[config.mk]
export PLATFORM = sky130hd
export DESIGN_NAME = ots_trim_ctrl
export DESIGN_NICKNAME = d
export VERILOG_FILES = /design/src/hdl/ots_pkg.sv /design/src/hdl/ots_trim_ctrl.sv
export VERILOG_INCLUDE_DIRS = /design/src /design/src/hdl
export SDC_FILE = /design/constraint.sdc
export NUM_CORES = 1
export LEC_CHECK = 0
export ABC_AREA = 0
export BUFFER_PORTS_ARGS = -buffer_cell sky130_fd_sc_hd__buf_2
export CORE_MARGIN = 3
export CORE_UTILIZATION = 40
export DETAILED_ROUTE_END_ITERATION = 10
export GPL_TIMING_DRIVEN = 0
export MAX_ROUTING_LAYER = met4
export PLACE_DENSITY_LB_ADDON = 0.25
export SLEW_MARGIN = 10
export SYNTH_ARGS = -nofsm -noshare
export SYNTH_HDL_FRONTEND = slang
export SYNTH_SLANG_ARGS = --single-unit
[constraint.sdc]
create_clock -name clk_i -period 4.1 [get_ports clk_i]
set_input_delay 0.205 -clock clk_i [delete_from_list [all_inputs] [get_ports clk_i]]
set_output_delay 0.205 -clock clk_i [all_outputs]
set_load 0.01 [all_outputs]
[src/hdl/ots_regs.svh]
// What this block and its software do
// RULE1: regulator level follows the 8-bit code, ff highest, 00 lowest.
// RULE2: any reset loads regulator ff, coarse/spread 01, fine trim 8e.
// RULE3: software reloads calibrated trims after every reset.
// RULE4: internal oscillator runs in every state except stop mode.
// RULE5: glitch-free enable; ready flag after about ten cycles.
// RULE6: sweep rate zero disables spreading; fine code passes unchanged.
// RULE7: amplitude field picks offset limit: 11=32, 10=16, 01=8, 00=4.
// RULE8: with spreading on, output is fine code plus time-varying offset.
// RULE9: sweep rate sets the update interval in oscillator cycles.
// RULE10: one full sweep lasts 4 x rate x (2 x amplitude + 1) cycles.
// RULE11: swept code saturates at 0 and 255 instead of wrapping.
// RULE12: fine code is passed uninverted; 00 fastest, ff slowest.
// RULE13: two-bit coarse field selects one of four frequency ranges.
// RULE14: software calibrates: coarse 01, fine 00/ff/7f, binary search.
// RULE15: offset steps by one in a triangle, restarts at zero when off.
`ifndef OTS_REGS_SVH
`define OTS_REGS_SVH

// register indices; byte address is four times the index
`define OTS_IDX_REG_LEVEL 16'ha000
`define OTS_IDX_COARSE 16'ha001
`define OTS_IDX_FINE 16'ha002
`define OTS_IDX_STATUS 16'ha003

// reset values
`define OTS_RST_REG_LEVEL 8'hff
`define OTS_RST_COARSE 8'h01
`define OTS_RST_FINE 8'h8e

// coarse/spread register fields
`define OTS_RATE_MSB 7
`define OTS_RATE_LSB 4
`define OTS_AMP_MSB 3
`define OTS_AMP_LSB 2
`define OTS_RANGE_MSB 1
`define OTS_RANGE_LSB 0

// status register fields
`define OTS_ST_SWEPT_MSB 7
`define OTS_ST_SWEPT_LSB 0
`define OTS_ST_READY 8
`define OTS_ST_ENABLE 9
`define OTS_ST_SWEEP 10

// oscillator settle time in oscillator cycles
`define OTS_SETTLE_CYCLES 10

`endif

[src/hdl/ots_pkg.sv]
package ots_pkg;

  typedef logic [7:0] ots_code_t;
  typedef logic [6:0] ots_offset_t;

  // gray along off -> up -> down
  typedef enum logic [1:0] {
    OTS_SW_OFF = 2'b00,
    OTS_SW_UP = 2'b01,
    OTS_SW_DOWN = 2'b11
  } ots_sweep_e;

  typedef enum logic [2:0] {
    OTS_SEL_NONE = 3'h0,
    OTS_SEL_LEVEL = 3'h1,
    OTS_SEL_COARSE = 3'h2,
    OTS_SEL_FINE = 3'h3,
    OTS_SEL_STATUS = 3'h4
  } ots_sel_e;

  typedef struct packed {
    logic stop_s1;
    logic stop_s2;
    logic stop_s3;
    logic stop_lvl;
    logic osc_en;
    logic [3:0] settle;
    logic osc_ready;
    ots_code_t level;
    ots_code_t coarse;
    ots_code_t fine;
    logic ack;
    logic [31:0] rdata;
    ots_sweep_e sweep;
    logic [3:0] rate_cnt;
    logic [1:0] hold;
    ots_offset_t offset;
    ots_code_t swept;
  } ots_state_s;

endpackage : ots_pkg

[src/hdl/ots_trim_ctrl.sv]
`timescale 1ns/1ps
`include "ots_regs.svh"

module ots_trim_ctrl #(
  parameter int ADR_W = 32
) (
  input wire logic clk_i, // oscillator-derived clock, 50 mhz
  input wire logic rst_i, // synchronous reset, active high
  input wire logic cyc_i, // wishbone cycle
  input wire logic stb_i, // wishbone strobe
  input wire logic we_i, // wishbone write enable
  input wire logic [3:0] sel_i, // wishbone byte selects
  input wire logic [ADR_W-1:0] adr_i, // wishbone byte address
  input wire logic [31:0] dat_i, // wishbone write data
  output logic [31:0] dat_o, // wishbone read data
  output logic ack_o, // wishbone acknowledge
  input wire logic stop_mode_i, // stop power mode request pin
  output ots_pkg::ots_code_t regulator_level_o, // regulator trim
  output logic [1:0] coarse_range_sel_o, // coarse range
  output ots_pkg::ots_code_t swept_code_out_o, // fine code to osc
  output logic osc_enable_o, // oscillator enable
  output logic osc_ready_o // oscillator settled
);
  import ots_pkg::*;

  // byte address 4*0xa003 needs 18 address bits
  if (ADR_W < 18 || ADR_W > 32)
  begin : g_adr_check
    $error("ots_trim_ctrl: ADR_W must be 18..32");
  end

  localparam logic [3:0] SETTLE_LAST = 4'(`OTS_SETTLE_CYCLES - 1);

  // offset limit for an amplitude code
  function automatic ots_offset_t amp_limit(input logic [1:0] amp);
    amp_limit = 7'(7'h04 << amp); // RULE7
  endfunction : amp_limit

  // fine code plus signed offset, saturated
  function automatic ots_code_t clip_sum(input ots_code_t base,
                                         input ots_offset_t off);
    logic signed [9:0] sum;
    sum = $signed({2'b00, base}) + 10'($signed(off));
    if (sum < 10'sd0)
      clip_sum = 8'h00; // RULE11
    else if (sum > 10'sd255)
      clip_sum = 8'hff; // RULE11
    else
      clip_sum = sum[7:0];
  endfunction : clip_sum

  // word decode; misaligned or foreign addresses map to none
  function automatic ots_sel_e decode(input logic [ADR_W-1:0] adr);
    logic [ADR_W-3:0] idx;
    idx = adr[ADR_W-1:2];
    decode = OTS_SEL_NONE;
    if (adr[1:0] == 2'b00)
    begin
      if (idx == (ADR_W-2)'(`OTS_IDX_REG_LEVEL))
        decode = OTS_SEL_LEVEL;
      else if (idx == (ADR_W-2)'(`OTS_IDX_COARSE))
        decode = OTS_SEL_COARSE;
      else if (idx == (ADR_W-2)'(`OTS_IDX_FINE))
        decode = OTS_SEL_FINE;
      else if (idx == (ADR_W-2)'(`OTS_IDX_STATUS))
        decode = OTS_SEL_STATUS;
    end
  endfunction : decode

  ots_state_s q;
  ots_state_s d;

  logic [3:0] rate;
  logic [1:0] amp;
  ots_offset_t lim;
  logic bus_req;
  ots_sel_e bus_sel;

  // field views of the coarse/spread register
  assign rate = q.coarse[`OTS_RATE_MSB:`OTS_RATE_LSB];
  assign amp = q.coarse[`OTS_AMP_MSB:`OTS_AMP_LSB];
  assign lim = amp_limit(amp);
  assign bus_req = cyc_i && stb_i && !q.ack;
  assign bus_sel = decode(adr_i);

  // next-state logic for the whole block
  always_comb
  begin
    logic [1:0] hold_last;
    logic signed [6:0] off_s;
    logic signed [6:0] lim_s;
    hold_last = 2'd1;
    off_s = $signed(q.offset);
    lim_s = $signed(lim);
    d = q;

    // stop pin: three flops, act once the last two agree
    d.stop_s1 = stop_mode_i;
    d.stop_s2 = q.stop_s1;
    d.stop_s3 = q.stop_s2;
    if (q.stop_s2 == q.stop_s3)
      d.stop_lvl = q.stop_s3;

    // one flop drives the enable, so it cannot glitch
    d.osc_en = !q.stop_lvl; // RULE4 RULE5
    if (!q.osc_en)
    begin
      d.settle = 4'h0;
      d.osc_ready = 1'b0;
    end
    else if (!q.osc_ready)
    begin
      if (q.settle == SETTLE_LAST)
        d.osc_ready = 1'b1; // RULE5
      else
        d.settle = q.settle + 4'h1;
    end

    // wishbone slave: one wait state, ack for one cycle
    d.ack = bus_req;
    if (bus_req && we_i && sel_i[0])
    begin
      case (bus_sel)
        OTS_SEL_LEVEL: d.level = dat_i[7:0]; // RULE1
        OTS_SEL_COARSE: d.coarse = dat_i[7:0]; // RULE13
        OTS_SEL_FINE: d.fine = dat_i[7:0];
        default: ;
      endcase
    end
    d.rdata = 32'h0;
    if (bus_req && !we_i)
    begin
      case (bus_sel)
        OTS_SEL_LEVEL: d.rdata[7:0] = q.level;
        OTS_SEL_COARSE: d.rdata[7:0] = q.coarse;
        OTS_SEL_STATUS:
        begin
          d.rdata[`OTS_ST_SWEPT_MSB:`OTS_ST_SWEPT_LSB] = q.swept;
          d.rdata[`OTS_ST_READY] = q.osc_ready;
          d.rdata[`OTS_ST_ENABLE] = q.osc_en;
          d.rdata[`OTS_ST_SWEEP] = (q.sweep != OTS_SW_OFF);
        end
        default: d.rdata = 32'h0; // fine trim is write-only
      endcase
    end

    // turning points and zero are held one interval longer
    if (q.offset == 7'h00 || off_s >= lim_s || off_s <= -lim_s)
      hold_last = 2'd2; // RULE10

    // triangular sweep generator
    case (q.sweep)
      OTS_SW_OFF:
      begin
        d.offset = 7'h00; // RULE15
        d.rate_cnt = 4'h0;
        d.hold = 2'd0;
        if (rate != 4'h0 && q.osc_en)
          d.sweep = OTS_SW_UP; // RULE6
      end
      OTS_SW_UP, OTS_SW_DOWN:
      begin
        if (q.osc_en)
        begin
          if (q.rate_cnt != rate - 4'h1)
            d.rate_cnt = q.rate_cnt + 4'h1; // RULE9
          else
          begin
            d.rate_cnt = 4'h0;
            if (q.hold != hold_last)
              d.hold = q.hold + 2'd1;
            else
            begin
              d.hold = 2'd0;
              // one code per step; reverse at the limit
              if (q.sweep == OTS_SW_UP)
              begin
                if (off_s >= lim_s)
                begin
                  d.sweep = OTS_SW_DOWN;
                  d.offset = q.offset - 7'h01; // RULE15
                end
                else
                  d.offset = q.offset + 7'h01; // RULE15
              end
              else
              begin
                if (off_s <= -lim_s)
                begin
                  d.sweep = OTS_SW_UP;
                  d.offset = q.offset + 7'h01;
                end
                else
                  d.offset = q.offset - 7'h01;
              end
            end
          end
        end
        // a zero rate ends the sweep at once
        if (rate == 4'h0)
        begin
          d.sweep = OTS_SW_OFF; // RULE6
          d.offset = 7'h00; // RULE15
          d.rate_cnt = 4'h0;
          d.hold = 2'd0;
        end
      end
      default:
      begin
        d.sweep = OTS_SW_OFF;
        d.offset = 7'h00;
      end
    endcase

    // code to the oscillator, passed straight (not inverted)
    if (rate == 4'h0)
      d.swept = q.fine; // RULE6 RULE12
    else
      d.swept = clip_sum(q.fine, q.offset); // RULE8 RULE11

    // defaults win over everything on reset
    if (rst_i)
    begin
      d = '0;
      d.level = `OTS_RST_REG_LEVEL; // RULE2
      d.coarse = `OTS_RST_COARSE; // RULE2
      d.fine = `OTS_RST_FINE; // RULE2
      d.swept = `OTS_RST_FINE;
      d.sweep = OTS_SW_OFF;
      d.osc_en = 1'b1; // oscillator runs out of reset
    end
  end

  // single state register
  always_ff @(posedge clk_i)
  begin
    q <= d;
  end

  // outputs come straight from state flops
  assign dat_o = q.rdata;
  assign ack_o = q.ack;
  assign regulator_level_o = q.level; // RULE1
  assign coarse_range_sel_o = q.coarse[`OTS_RANGE_MSB:`OTS_RANGE_LSB];
  assign swept_code_out_o = q.swept;
  assign osc_enable_o = q.osc_en;
  assign osc_ready_o = q.osc_ready;

  // helper: cycles between sweeps leaving zero upward
  logic [11:0] per_cnt;
  logic per_valid;
  logic per_mark;
  logic [11:0] per_expect;
  assign per_mark = q.offset == 7'h01 && d.offset == 7'h01 &&
                    q.sweep == OTS_SW_UP && q.rate_cnt == 4'h0 &&
                    q.hold == 2'd0;
  assign per_expect = 12'(4 * rate * (2 * lim + 1));

  // restart the measurement on any disturbance
  always_ff @(posedge clk_i)
  begin
    if (rst_i || rate == 4'h0 || !q.osc_en || d.coarse != q.coarse)
    begin
      per_cnt <= 12'h0;
      per_valid <= 1'b0;
    end
    else if (per_mark)
    begin
      per_cnt <= 12'h1;
      per_valid <= 1'b1;
    end
    else
      per_cnt <= per_cnt + 12'h1;
  end

  // helper: cycles the enable has stood high, saturating
  logic [3:0] en_run;
  always_ff @(posedge clk_i)
  begin
    if (rst_i || !osc_enable_o)
      en_run <= 4'h0;
    else if (en_run != 4'hf)
      en_run <= en_run + 4'h1;
  end
endmodule : ots_trim_ctrl

# [Word level (Yosys, flattened, before mapping)]
# Cells that the tools add are included.
[op_classes] addsub=8 n_lt_le_gt_ge=4 n_eq_ne=20 n_shift=1 mux=29 bitwise=8 n_reduce_logical=31
[op_table] operator="equality test 30 x 16 -> 1 bit (second input constant)" n=4
[op_table] operator="two-way mux 15 bit" n=2
[op_table] operator="two-way mux 7 bit" n=4
[op_table] operator="two-way mux 8 bit" n=3
[op_table] operator="one-hot mux 8 bit (3 select lines)" n=1
[op_table] operator="two-way mux 2 bit" n=8
[op_table] operator="two-way mux 3 bit" n=5
[op_table] operator="one-hot mux 6 bit (2 select lines)" n=1
[op_table] operator="adder 9 x 7 -> 10 bit" n=1
[op_table] operator="> comparator 10 x 9 -> 1 bit (second input constant)" n=1
[op_table] operator="less-than comparator 10 x 1 -> 1 bit (second input constant)" n=1
[op_table] operator="AND reduction 2 bit" n=5
[op_table] operator="two-way mux 9 bit" n=1
[op_table] operator="inequality test 3 bit (second input constant)" n=3
[op_table] operator="adder 4 x 1 -> 4 bit (second input constant)" n=2
[op_table] operator="inequality test 4 bit (second input constant)" n=2
[op_table] operator="NOT 1 bit" n=8
[op_table] operator="adder 7 x 1 -> 7 bit (second input constant)" n=1
[op_table] operator="greater-or-equal comparator 7 bit" n=1
[op_table] operator="less-or-equal comparator 7 bit" n=1
[op_table] operator="zero test 7 bit" n=1
[op_table] operator="negator 7 bit" n=1
[op_table] operator="left shift 3 x 2 -> 7 bit (first input constant)" n=1
[op_table] operator="subtractor 7 x 1 -> 7 bit (second input constant)" n=1
[op_table] operator="26 further kinds" n=42
[word_totals] reg_bits=90 inputBits=74 output_inout_bits=53 elab_cells=120

# [Logic depth before layout (Yosys ltp)]
# Gate-level depths: netlist of the first run.
[depth] depth_word=11 depth_mapped=12 mapped_depth_nobuf=11

# [Least setup slack after synthesis of the first run]
# OpenSTA, ideal clock, no wires.
[synth_path] path_kind="register to register" from="register q, in the netlist amp[0]" to="register q[13] (netlist bit)" setup_time_ns=0.073 arrival_ns=2.853 t_required_ns=4.027 slack_ns=1.174 stages_incl_launch_ff=13 path_buffers=1 synth_period_minus_slack_ns=2.926 path_cell_list="dfxtp_1 or2_2 ha_1 inv_1 ha_1 o21ai_0 a22oi_1 mux2i_2 o21ai_2 mux2_4 buf_6 or3_1 a21oi_1"
[synth_between] elab_chain_cells=8 word_cells_on_any_way=13 cone_classes="add/sub: 1; order compare: 2; eq/ne: 1; shift: 1; mux: 4; bitwise: 1; reduce/logical: 3"
[synth_rtl] item="start: declaration" line="ots_trim_ctrl.sv:70" text="ots_state_s q;"
[synth_rtl] item="start signal: assignment" line="ots_trim_ctrl.sv:237" text="q <= d;"
[synth_rtl] item="left shift 3 x 2 -> 7 bit (*)" line="ots_trim_ctrl.sv:36" text="amp_limit = 7'(7'h04 << amp);"
[synth_rtl] item="negator 7 bit or greater-or-equal comparator 7 bit (tied branches)" line="ots_trim_ctrl.sv:148, ots_trim_ctrl.sv:188, ots_trim_ctrl.sv:178"
[synth_rtl] item="less-or-equal comparator 7 bit or logical OR 1 bit (tied branches)" line="ots_trim_ctrl.sv:148, ots_trim_ctrl.sv:188"
[synth_rtl] item="logical OR 1 bit" line="ots_trim_ctrl.sv:148" text="if (q.offset == 7'h00 || off_s >= lim_s || off_s <= -lim_s)"
[synth_rtl] item="two-way mux 2 bit" line="ots_trim_ctrl.sv:148"
[synth_rtl] item="inequality test 2 bit" line="ots_trim_ctrl.sv:170" text="if (q.hold != hold_last)"
[synth_rtl] item="NOT 1 bit (no source line)"
[synth_rtl] item="AND reduction 3 bit (no source line)"
# Mark *: on every way between the ends. The rest lies on a longest branch, timed or not.
# A chain may end at the register's enable or synchronous reset.

# [Worst setup path in the final report of the first run]
[layout_path] from="register q, in the netlist amp[0]" to="register q[14] (netlist bit)"
# Same word-level chain as after synthesis.

==> results.toml, run 1 <==
[floorplanning]
core_area_um2 = 9774
ios = 127
die-area_um2 = 11330
num_rows = 36
die_w_um = 106.4
initial_core_util_pct = 41.27
die_h_um = 106.4

[timing]
max_clock_freq_mhz = 309.5
post-route-period-util_pct = 78.80
min_period_ns = 3.231
maxSlewHeadroom_pct = 59.38
rsz0062_at_grt = "false"
final_max_slew_viol_count = 0
fin_tns_setup_ns = 0
fin_skew_ns = 0.007822
hold_violations = 0
setup_viol = 0
tightest_slew_ns = 0.6071

[worst_setup_path]
cpMaxStageDelayCell = "mux2i_2"
cp_cell_sequence = "or2_2 -> ha_1 -> inv_1 -> ha_1 -> o21ai_0 -> a22oi_1 -> mux2i_2 -> o21ai_2 -> mux2_4 -> buf_6 -> or3_1 -> a21oi_1"
arrival_ns = 3.50
worst_setup_path_start_kind = "flop"
reg2reg_from = "amp[0]"
reg2reg_depth = 12
worstSetupEndpointType = "flop"
r2r_end = "q[14]"
crit_type = "reg2reg"
cp_max_fo = 10
slowest_delay_ns = 0.41
regToRegSetupSlack_ns = 0.87
critical_path.most_common_cell = "ha_1"
cp.required_ns = 4.37

[synth]
synthTopCellsByCount = "dfxtp_1, buf_4, nor2_1"
synth_area_leaders = "dfxtp_1, buf_4, ha_1"
async_flop_share_pct = 0
synthesis.instances = 461
ys.flop_type = "dfxtp_1"
synth_top_area_share_pct = 34.24
synth_edf_count = 0
yosysMostFrequentCell = "dfxtp_1"
yosys_warnings = 0
ys_types = 56
synth_largest_area_cell = "dfxtp_1"
ys_seq_elements = 69
yosysSeqAreaShare_pct = 34.24
synth_area_um2 = 4034
synth.avg_cell_area_um2 = 8.750

[cells_and_area]
drive_gt1_share_pct = 28.17
n_antenna_cell = 0
syn2layout_area_growth_pct = 21.25
layout.nets = 669
fin_area_um2 = 4891

[clock_tree]
ctsResizeCount = 0
clk_latency_ns = 0.34
cts_hold_buf = 0
cts_buffers = 9
clock_sinks = 69
post_cts_buffers = 0
clk_pin_slew_ns = 0.08
root_buffer = "clkbuf_8"
cts_tree = "done"
clk_path_buf_depth = 2
htreeDepth = 3

[placement]
dpl_cell_area_um2 = 4666
dp_hpwl_um = 7325
globalplace.congestion = 0.8922
io_buffer_count = 78

[power]
peakVddDrop_uv = 154.9
leakage_nw = 2.161
powerDensity_nw_per_um2 = 284.3

[min_path]
holdPathEnd = "q[89]"
hold_start = "stop_mode_i"
hold_path.class = "in2reg"
hold_depth = 2

[route]
drc = 0
viasPerCell = 4.859
vias = 3440
antenna_left = 0
wl_um = 9243
drt_iter0_markers = 124
detail_route.first_pass.iterations = 4
post_drt_wl_per_cell_um = 13.06

[global_routing]
antenna_found_initial = 0
grt-ovfl-total = 0
grt_pass1_wl_um = 15230
grt_start_max_net_pins = 13
first_global_vias = 3278
gr-usage-all-layers_pct = 16.88

[status]
status = "finished clean"

[job]
drv_cap = 0
routing by layer:
layer | part of all wire, % | wire [µm] | vias to the layer above | GRT usage [%]
met5 | 0 | 0 | - | -
met4 | 1.2 | 115 | 0 | 4.658
met3 | 5.1 | 471 | 9 | 3.279
met2 | 47 | 4322 | 81 | 27.56
met1 | 47 | 4334 | 1577 | 21.44
li1 | - | - | 1773 | -
sequential cells by signal (all words and copies together), names as in the netlist:
signal              cells
osc_ready_o             1
dat_o                  11
regulator_level_o       8
q                      35
amp                     2
coarse_range_sel_o      2
swept_code_out_o        8
osc_enable_o            1
ack_o                   1
power by group:
| part | internal, mW | switching (mW) |
|---|---|---|
| sequential | 0.674 | 0.00328 |
| clock | 0.360 | 0.268 |
| combinational | 0.0419 | 0.0433 |
| total | 1.08 | 0.314 |
cell type report:
class                   instances  area, µm²
clock inverters                 5      83.83
plain buffers                  64      439.2
clock buffers                  11      141.4
multi-input cells             329       2217
fillers                       971       4883
well taps                     133      166.4
repair buffers                 78      390.4
flip-flops and latches         69       1381
inverters                      19      71.32
logic make-up after synthesis:
logic type               after synthesis  synth area share, %
AO/OA/AOI/OAI                         84                13.24
XOR/XNOR                              13                3.164
adder cells (fa/ha/maj)               25                7.941
buffers and inverters                 83                12.65
flip-flops                            69                34.24
multiplexers                          39                10.42
other                                  1              0.09296
AND/OR/NAND/NOR                      147                18.24
per-stage QoR:
step / setup slack, ns / power, mW / utilization, % / hold slack (ns) / cells
2_1_floorplan: 1.174 / 0.7417 / - / 0.2933 / 481
3_3_place_gp: 0.9581 / 0.7748 / 47.73 / 0.3795 / 692
3_5_place_dp: 0.9028 / 0.7769 / 47.73 / 0.3845 / 692
4_1_cts: 0.8530 / 1.401 / 50.04 / 0.05281 / 708
5_1_grt: 0.6787 / 1.437 / 50.04 / 0.06421 / 708
6_report: 0.8694 / 1.390 / 50.04 / 0.06196 / 708
worst max path at each step:
stage,startpoint,end,depth (start not counted)
after floorplan,amp[0],q[13],12
after global placement,amp[0],q[13],12
after detailed placement,amp[0],q[14],12
after CTS,amp[0],q[14],12
after global routing,amp[0],q[13],12
final,amp[0],q[14],12
critical path: cells and delay by family, from the launching register on:
family / cells / cell delay, ns
muxes: 2 / 0.76
and+or+nand+nor: 2 / 0.67
AOI/OAI and AO/OA: 4 / 0.62
adders and majority gates: 2 / 0.55
DFF: 1 / 0.37
buffers and inverters: 2 / 0.19
cell usage in the layout, fill, tap and decap left out, drive strengths merged, types with 4 or more instances in the layout:
cell / Yosys / layout
clkbuf: 9 / 20
or3: 8 / 8
conb: 1 / 21
dfxtp: 69 / 69
a221oi: 4 / 4
nand2: 35 / 35
a21oi: 20 / 20
o21ai: 25 / 25
inv: 18 / 18
ha: 24 / 24
nand2b: 4 / 4
buf: 55 / 133
nand3: 7 / 7
a22oi: 11 / 11
nor2: 41 / 41
xnor2: 8 / 8
o21a: 7 / 7
xor2: 4 / 4
nor3: 12 / 12
mux2i: 31 / 31
nor2b: 9 / 9
nor4: 9 / 9
and3: 4 / 4
mux2: 8 / 8
Power figures use the tool's default switching activity.
==> run 2: changes to the inputs <==
--- a/config.mk
+++ b/config.mk
@@ -6,7 +6,7 @@
 export SDC_FILE = /design/constraint.sdc
 export NUM_CORES = 1
 export LEC_CHECK = 0
-export ABC_AREA = 0
+export ABC_AREA = 1
 export BUFFER_PORTS_ARGS = -buffer_cell sky130_fd_sc_hd__buf_2
 export CORE_MARGIN = 3
 export CORE_UTILIZATION = 40
==> constraint.sdc (replaced) <==
create_clock -name clk_i -period 3.4 [get_ports clk_i]
set_input_delay 0.17 -clock clk_i [delete_from_list [all_inputs] [get_ports clk_i]]
set_output_delay 0.17 -clock clk_i [all_outputs]
set_load 0.01 [all_outputs]
==> run 2 against run 1 <==
  * Combinational power increased by 120%
  * Fmax grew 25%
  * Critical path depth grew 6
  * Largest cell class unchanged
==> results.toml, run 2 <==
[route]
drc = 0
wl_um = 11190
detail_route.first_pass.iterations = 4
post_drt_wl_per_cell_um = 12.12
drt_iter0_markers = 190
viasPerCell = 4.637
antenna_left = 0
vias = 4280

[timing]
hold_ws_ns = 0.04063
rsz0062_at_grt = "false"
tightest_slew_ns = 0.6321
fin_skew_ns = 0.008343
max_clock_freq_mhz = 386.4
post-route-period-util_pct = 76.13
min_period_ns = 2.588
fin_tns_setup_ns = 0
maxSlewHeadroom_pct = 57.86
hold_violations = 0
final_max_slew_viol_count = 0
setup_viol = 0

[clock_tree]
clk_path_buf_depth = 2
clock_sinks = 69
cts_hold_buf = 0
ctsResizeCount = 0
htreeDepth = 3
post_cts_buffers = 0
root_buffer = "clkbuf_16"
clk_pin_slew_ns = 0.06
cts_tree = "done"
cts_buffers = 9
clk_latency_ns = 0.33

[synth]
synthTopCellsByCount = "nand2_1, nor2_1, inv_1"
yosysMostFrequentCell = "nand2_1"
synth_edf_count = 0
yosys_warnings = 0
ys_seq_elements = 69
ys_types = 46
synthesis.instances = 670
synth_top_area_share_pct = 30.51
synth_area_um2 = 4528
yosysSeqAreaShare_pct = 30.51
synth_largest_area_cell = "dfxtp_1"
synth_area_leaders = "dfxtp_1, nand2_1, buf_4"
synth.avg_cell_area_um2 = 6.758
async_flop_share_pct = 0
ys.flop_type = "dfxtp_1"

[cells_and_area]
top_register = "q"
final_common_cell = "nand2_1"
syn2layout_area_growth_pct = 20.64
largest_reg_flops = 35
final_cell_mix = "nand2_1, nor2_1, buf_2"
final.fill_count = 1086
n_antenna_cell = 0
layout.nets = 877
drive_gt1_share_pct = 22.09

[worst_setup_path]
cpMaxStageDelayCell = "dfxtp_1"
path_buf_inv = 2
cp_cell_sequence = "inv_1 -> nand2_1 -> ha_1 -> inv_1 -> ha_1 -> nand2_1 -> nor2_1 -> nand2_1 -> nand3_1 -> nand2_1 -> nand2_1 -> nand2_1 -> nand2_1 -> nand2_1 -> a21oi_1 -> nand3_1 -> nand2_1 -> nor2_1"
cp_top_family = "simple AND/OR/NAND/NOR gates"
reg2reg_from = "amp[1]"
cp.required_ns = 3.63
worstSetupEndpointType = "flop"
reg2reg_depth = 18
worst_setup_path_start_kind = "flop"
cp_max_fo = 6
regToRegSetupSlack_ns = 0.81
critical_path.most_common_cell = "nand2_1"
arrival_ns = 2.81
slowest_delay_ns = 0.35
r2r_end = "q[10]"
crit_type = "reg2reg"

[power]
peakVddDrop_uv = 256.1
powerDensity_nw_per_um2 = 358.0
leakage_nw = 2.898

[global_routing]
gr-usage-all-layers_pct = 18.40
first_global_vias = 4020
antenna_found_initial = 0
grt_start_max_net_pins = 14
grt_pass1_wl_um = 18640
grt-ovfl-total = 0

[min_path]
hold_depth = 3
hold_start = "stop_mode_i"
holdPathEnd = "q[89]"
hold_path.class = "in2reg"

[floorplanning]
die_h_um = 112.4
num_rows = 38
die_w_um = 112.4
initial_core_util_pct = 41.41
core_area_um2 = 10940
ios = 127
die-area_um2 = 12630

[placement]
io_buffer_count = 77
dp_hpwl_um = 9086
globalplace.congestion = 0.8940

[status]
status = "finished clean"

[job]
drv_cap = 0
run 2: cell families after synthesis:
group	share of synthesized area, %
AND/OR/NAND/NOR	36.89
buffers and inverters	16.22
flip-flops	30.51
AO/OA/AOI/OAI	5.747
adder cells (fa/ha/maj)	7.074
XOR/XNOR	3.482
other	0.08282
run 2: layout make-up:
type	instances	area (µm²)	area share (%)
multi-input combinational	481	2487	45.53
sequential	69	1381	25.29
buffer	59	430.4	7.879
timing repair buffer	77	385.4	7.055
inverter	81	304.0	5.566
clock buffer	9	225.2	4.123
tap	140	175.2	3.207
clock inverter	7	73.82	1.351
run 2: worst reg2reg max path: stages, from the launching register on:
cell     delay, ns
dfxtp_1       0.35
inv_1         0.10
nand2_1       0.10
ha_1          0.29
inv_1         0.04
ha_1          0.26
nand2_1       0.07
nor2_1        0.08
nand2_1       0.08
nand3_1       0.10
nand2_1       0.06
nand2_1       0.20
nand2_1       0.16
nand2_1       0.17
nand2_1       0.07
a21oi_1       0.17
nand3_1       0.09
nand2_1       0.07
nor2_1        0.04
run 2: metrics by stage:
stage | util (%) | cell area, µm² | cells | total power, mW | setup WS (ns)
floorplan | - | 4603 | 690 | 0.9785 | 1.208
global route | 49.95 | 5463 | 923 | 2.029 | 0.5627
global placement | 47.22 | 5164 | 907 | 1.034 | 0.8446
CTS | 49.95 | 5463 | 923 | 1.972 | 0.8004
finish | 49.95 | 5463 | 923 | 1.955 | 0.8117
detailed placement | 47.22 | 5164 | 907 | 1.038 | 0.8084
run 2: metal layers:
layer	track usage [%]	part of all wire, %	up-vias
met5	-	0	-
met4	4.407	1.1	0
met3	3.558	5.6	17
met2	31.82	48	102
met1	22.14	45	1887
li1	-	-	2274
run 2: report_power, final:
part | switching (mW) | internal (mW) | total (mW) | leakage [nW]
registers | 0.0119 | 0.821 | 0.833 | 0.558
logic | 0.114 | 0.0762 | 0.190 | 2.19
clock network | 0.363 | 0.570 | 0.933 | 0.146
total | 0.489 | 1.47 | 1.96 | 2.90
run 2: worst max path at each step:
stage,start,endpoint,slack [ns],cells past startpoint
global placement,amp[1],q[10],0.84,18
CTS,amp[1],q[10],0.80,18
floorplan,amp[1],q[10],1.21,18
finish,amp[1],q[10],0.81,18
detailed placement,amp[1],q[10],0.81,18
global route,amp[1],q[13],0.56,19
==> run 3: changes to the inputs <==
--- a/config.mk
+++ b/config.mk
@@ -6,7 +6,7 @@
 export SDC_FILE = /design/constraint.sdc
 export NUM_CORES = 1
 export LEC_CHECK = 0
-export ABC_AREA = 1
+export ABC_AREA = 0
 export BUFFER_PORTS_ARGS = -buffer_cell sky130_fd_sc_hd__buf_2
 export CORE_MARGIN = 3
 export CORE_UTILIZATION = 40
==> constraint.sdc (replaced) <==
create_clock -name clk_i -period 2.7 [get_ports clk_i]
set_input_delay 0.135 -clock clk_i [delete_from_list [all_inputs] [get_ports clk_i]]
set_output_delay 0.135 -clock clk_i [all_outputs]
set_load 0.01 [all_outputs]
==> run 3 against run 2 <==
  * The run now ends with setup timing left
  * Wire length shrank 14%
  * Power increased by 12%
  * Sequential power rose by 24%
  * Clock power is 10% higher
  * Critical endpoint is now q[22]
  * Highest routed layer unchanged
==> results.toml, run 3 (synthesis results as in run 1) <==
[status]
status = "finished with violations"
violations = "setup timing"

[clock_tree]
htreeDepth = 3
clock_sinks = 69
cts_buffers = 9
clk_path_buf_depth = 2
clk_pin_slew_ns = 0.08
root_buffer = "clkbuf_8"
clk_latency_ns = 0.36
cts_tree = "done"

[global_routing]
grt_start_max_net_pins = 13
grt-ovfl-total = 0
first_global_vias = 3316
gr-usage-all-layers_pct = 17.70
antenna_found_initial = 0
grt_pass1_wl_um = 15770

[placement]
place_inst = 692
dpl_cell_area_um2 = 4696
globalplace.congestion = 0.9164
io_buffer_count = 78
dp_slack_ns = -0.3652
dp_hpwl_um = 7235

[cells_and_area]
drive_gt1_share_pct = 31.92
final_util_pct = 52.09
largest_reg_flops = 35
layout.nets = 684
fin_area_um2 = 5091
final_cell_mix = "buf_2, dfxtp_1, buf_4"
n_antenna_cell = 0
instances_no_fill = 722
top_register = "q"
syn2layout_area_growth_pct = 26.21
final.fill_count = 947
final_common_cell = "buf_2"

[timing]
min_period_ns = 2.880
rsz0062_at_grt = "true"
fin_skew_ns = 0.008110
hold_ws_ns = 0.02932
hold_violations = 0
max_clock_freq_mhz = 347.3
setup_viol = 8
tightest_slew_ns = 0.6159
final_max_slew_viol_count = 0
post-route-period-util_pct = 106.7
worst_slack_ns = -0.1796
maxSlewHeadroom_pct = 58.79

[min_path]
hold_path.class = "in2reg"

[route]
drc = 0
viasPerCell = 4.837
vias = 3492
antenna_left = 0
wl_um = 9599
detail_route.first_pass.iterations = 4
post_drt_wl_per_cell_um = 13.30
drt_iter0_markers = 144

[floorplanning]
die_h_um = 106.4
die-area_um2 = 11330
initial_core_util_pct = 41.27
die_w_um = 106.4
num_rows = 36
core_area_um2 = 9774
ios = 127

[worst_setup_path]
crit_type = "reg2reg"
arrival_ns = 3.15
cp.required_ns = 2.97
regToRegSetupSlack_ns = -0.18
worst_setup_path_start_kind = "flop"
cpMaxStageDelayCell = "dfxtp_4"
cp_max_fo = 6
worstSetupEndpointType = "flop"
slowest_delay_ns = 0.36
cp_cell_sequence = "or2_4 -> ha_4 -> inv_2 -> ha_4 -> o21ai_2 -> a22oi_2 -> mux2i_2 -> o21ai_2 -> mux2_4 -> buf_6 -> buf_4 -> nand3b_1 -> a21oi_1"

[power]
powerDensity_nw_per_um2 = 429.0
leakage_nw = 2.259
peakVddDrop_uv = 233.3

[job]
drv_cap = 0
run 3: cell count changes in the layout (fill, tap and decap cells not counted), moves of 9 or more:
cell,before,now
clkbuf_16,9,0
o21ai_0,7,21
nor2b_1,0,9
nor2_1,81,41
clkbuf_8,0,9
mux2i_1,0,29
inv_1,77,17
a22oi_1,0,9
nand2_1,182,35
nand3_1,54,7
nand4_1,13,3
buf_4,51,62
xor2_1,13,4
run 3: worst max-delay path: cells and delay by family, from the launching register on:
family / cells / cell delay, ns
adder cells (fa/ha/maj): 2 / 0.51
multiplexers: 2 / 0.67
flip-flops: 1 / 0.36
buffers and inverters: 3 / 0.29
AO/OA/AOI/OAI: 4 / 0.54
AND/OR/NAND/NOR: 2 / 0.41
run 3: final cells by class:
class | instances | area [µm²] | area share (%)
Inverter | 19 | 71.32 | 1.401
Timing Repair Buffer | 94 | 523.0 | 10.27
Sequential cell | 69 | 1391 | 27.33
Tap cell | 133 | 166.4 | 3.269
Clock inverter | 6 | 112.6 | 2.212
Multi-Input combinational cell | 329 | 2266 | 44.51
Clock buffer | 9 | 123.9 | 2.433
Buffer | 63 | 436.7 | 8.577
run 3: layer usage:
metal  routed length (µm)  up-vias  track usage, %
met1                 4432     1586           22.08
li1                     -     1800               -
met5                    0        -               -
met3                  529       15           5.161
met2                 4482       91           27.69
met4                  154        0           5.753
run 3: worst paths after layout:
| path | end | from | depth (start not counted) |
|---|---|---|---|
| setup / recovery | q[22] | amp[0] | 13 |
| hold / removal | coarse_range_sel_o[0] | dat_i[0] | 3 |
| setup reg to reg | q[22] | amp[0] | 13 |
| hold reg to reg | osc_enable_o | q[86] | 1 |
run 3: where the power goes:
part / total [mW] / switching, mW / internal, mW
clock network: 1.03 / 0.417 / 0.610
registers: 1.03 / 0.00516 / 1.02
logic: 0.131 / 0.0655 / 0.0655
run 3: per-stage QoR:
stage	TNS [ns]	power, mW
after floorplan	-0.1673	1.126
after global placement	-1.491	1.177
after detailed placement	-2.049	1.180
after CTS	-0.9333	2.194
after global routing	-1.887	2.268
final	-1.069	2.184
run 3: what timing repair did:
item	CTS	global route
gates resized for setup	6	8
hold buffers	1	1
pin swaps	6	5
hold endpoints to repair	1	1
setup endpoints to repair	9	14
setup buffers	14	0
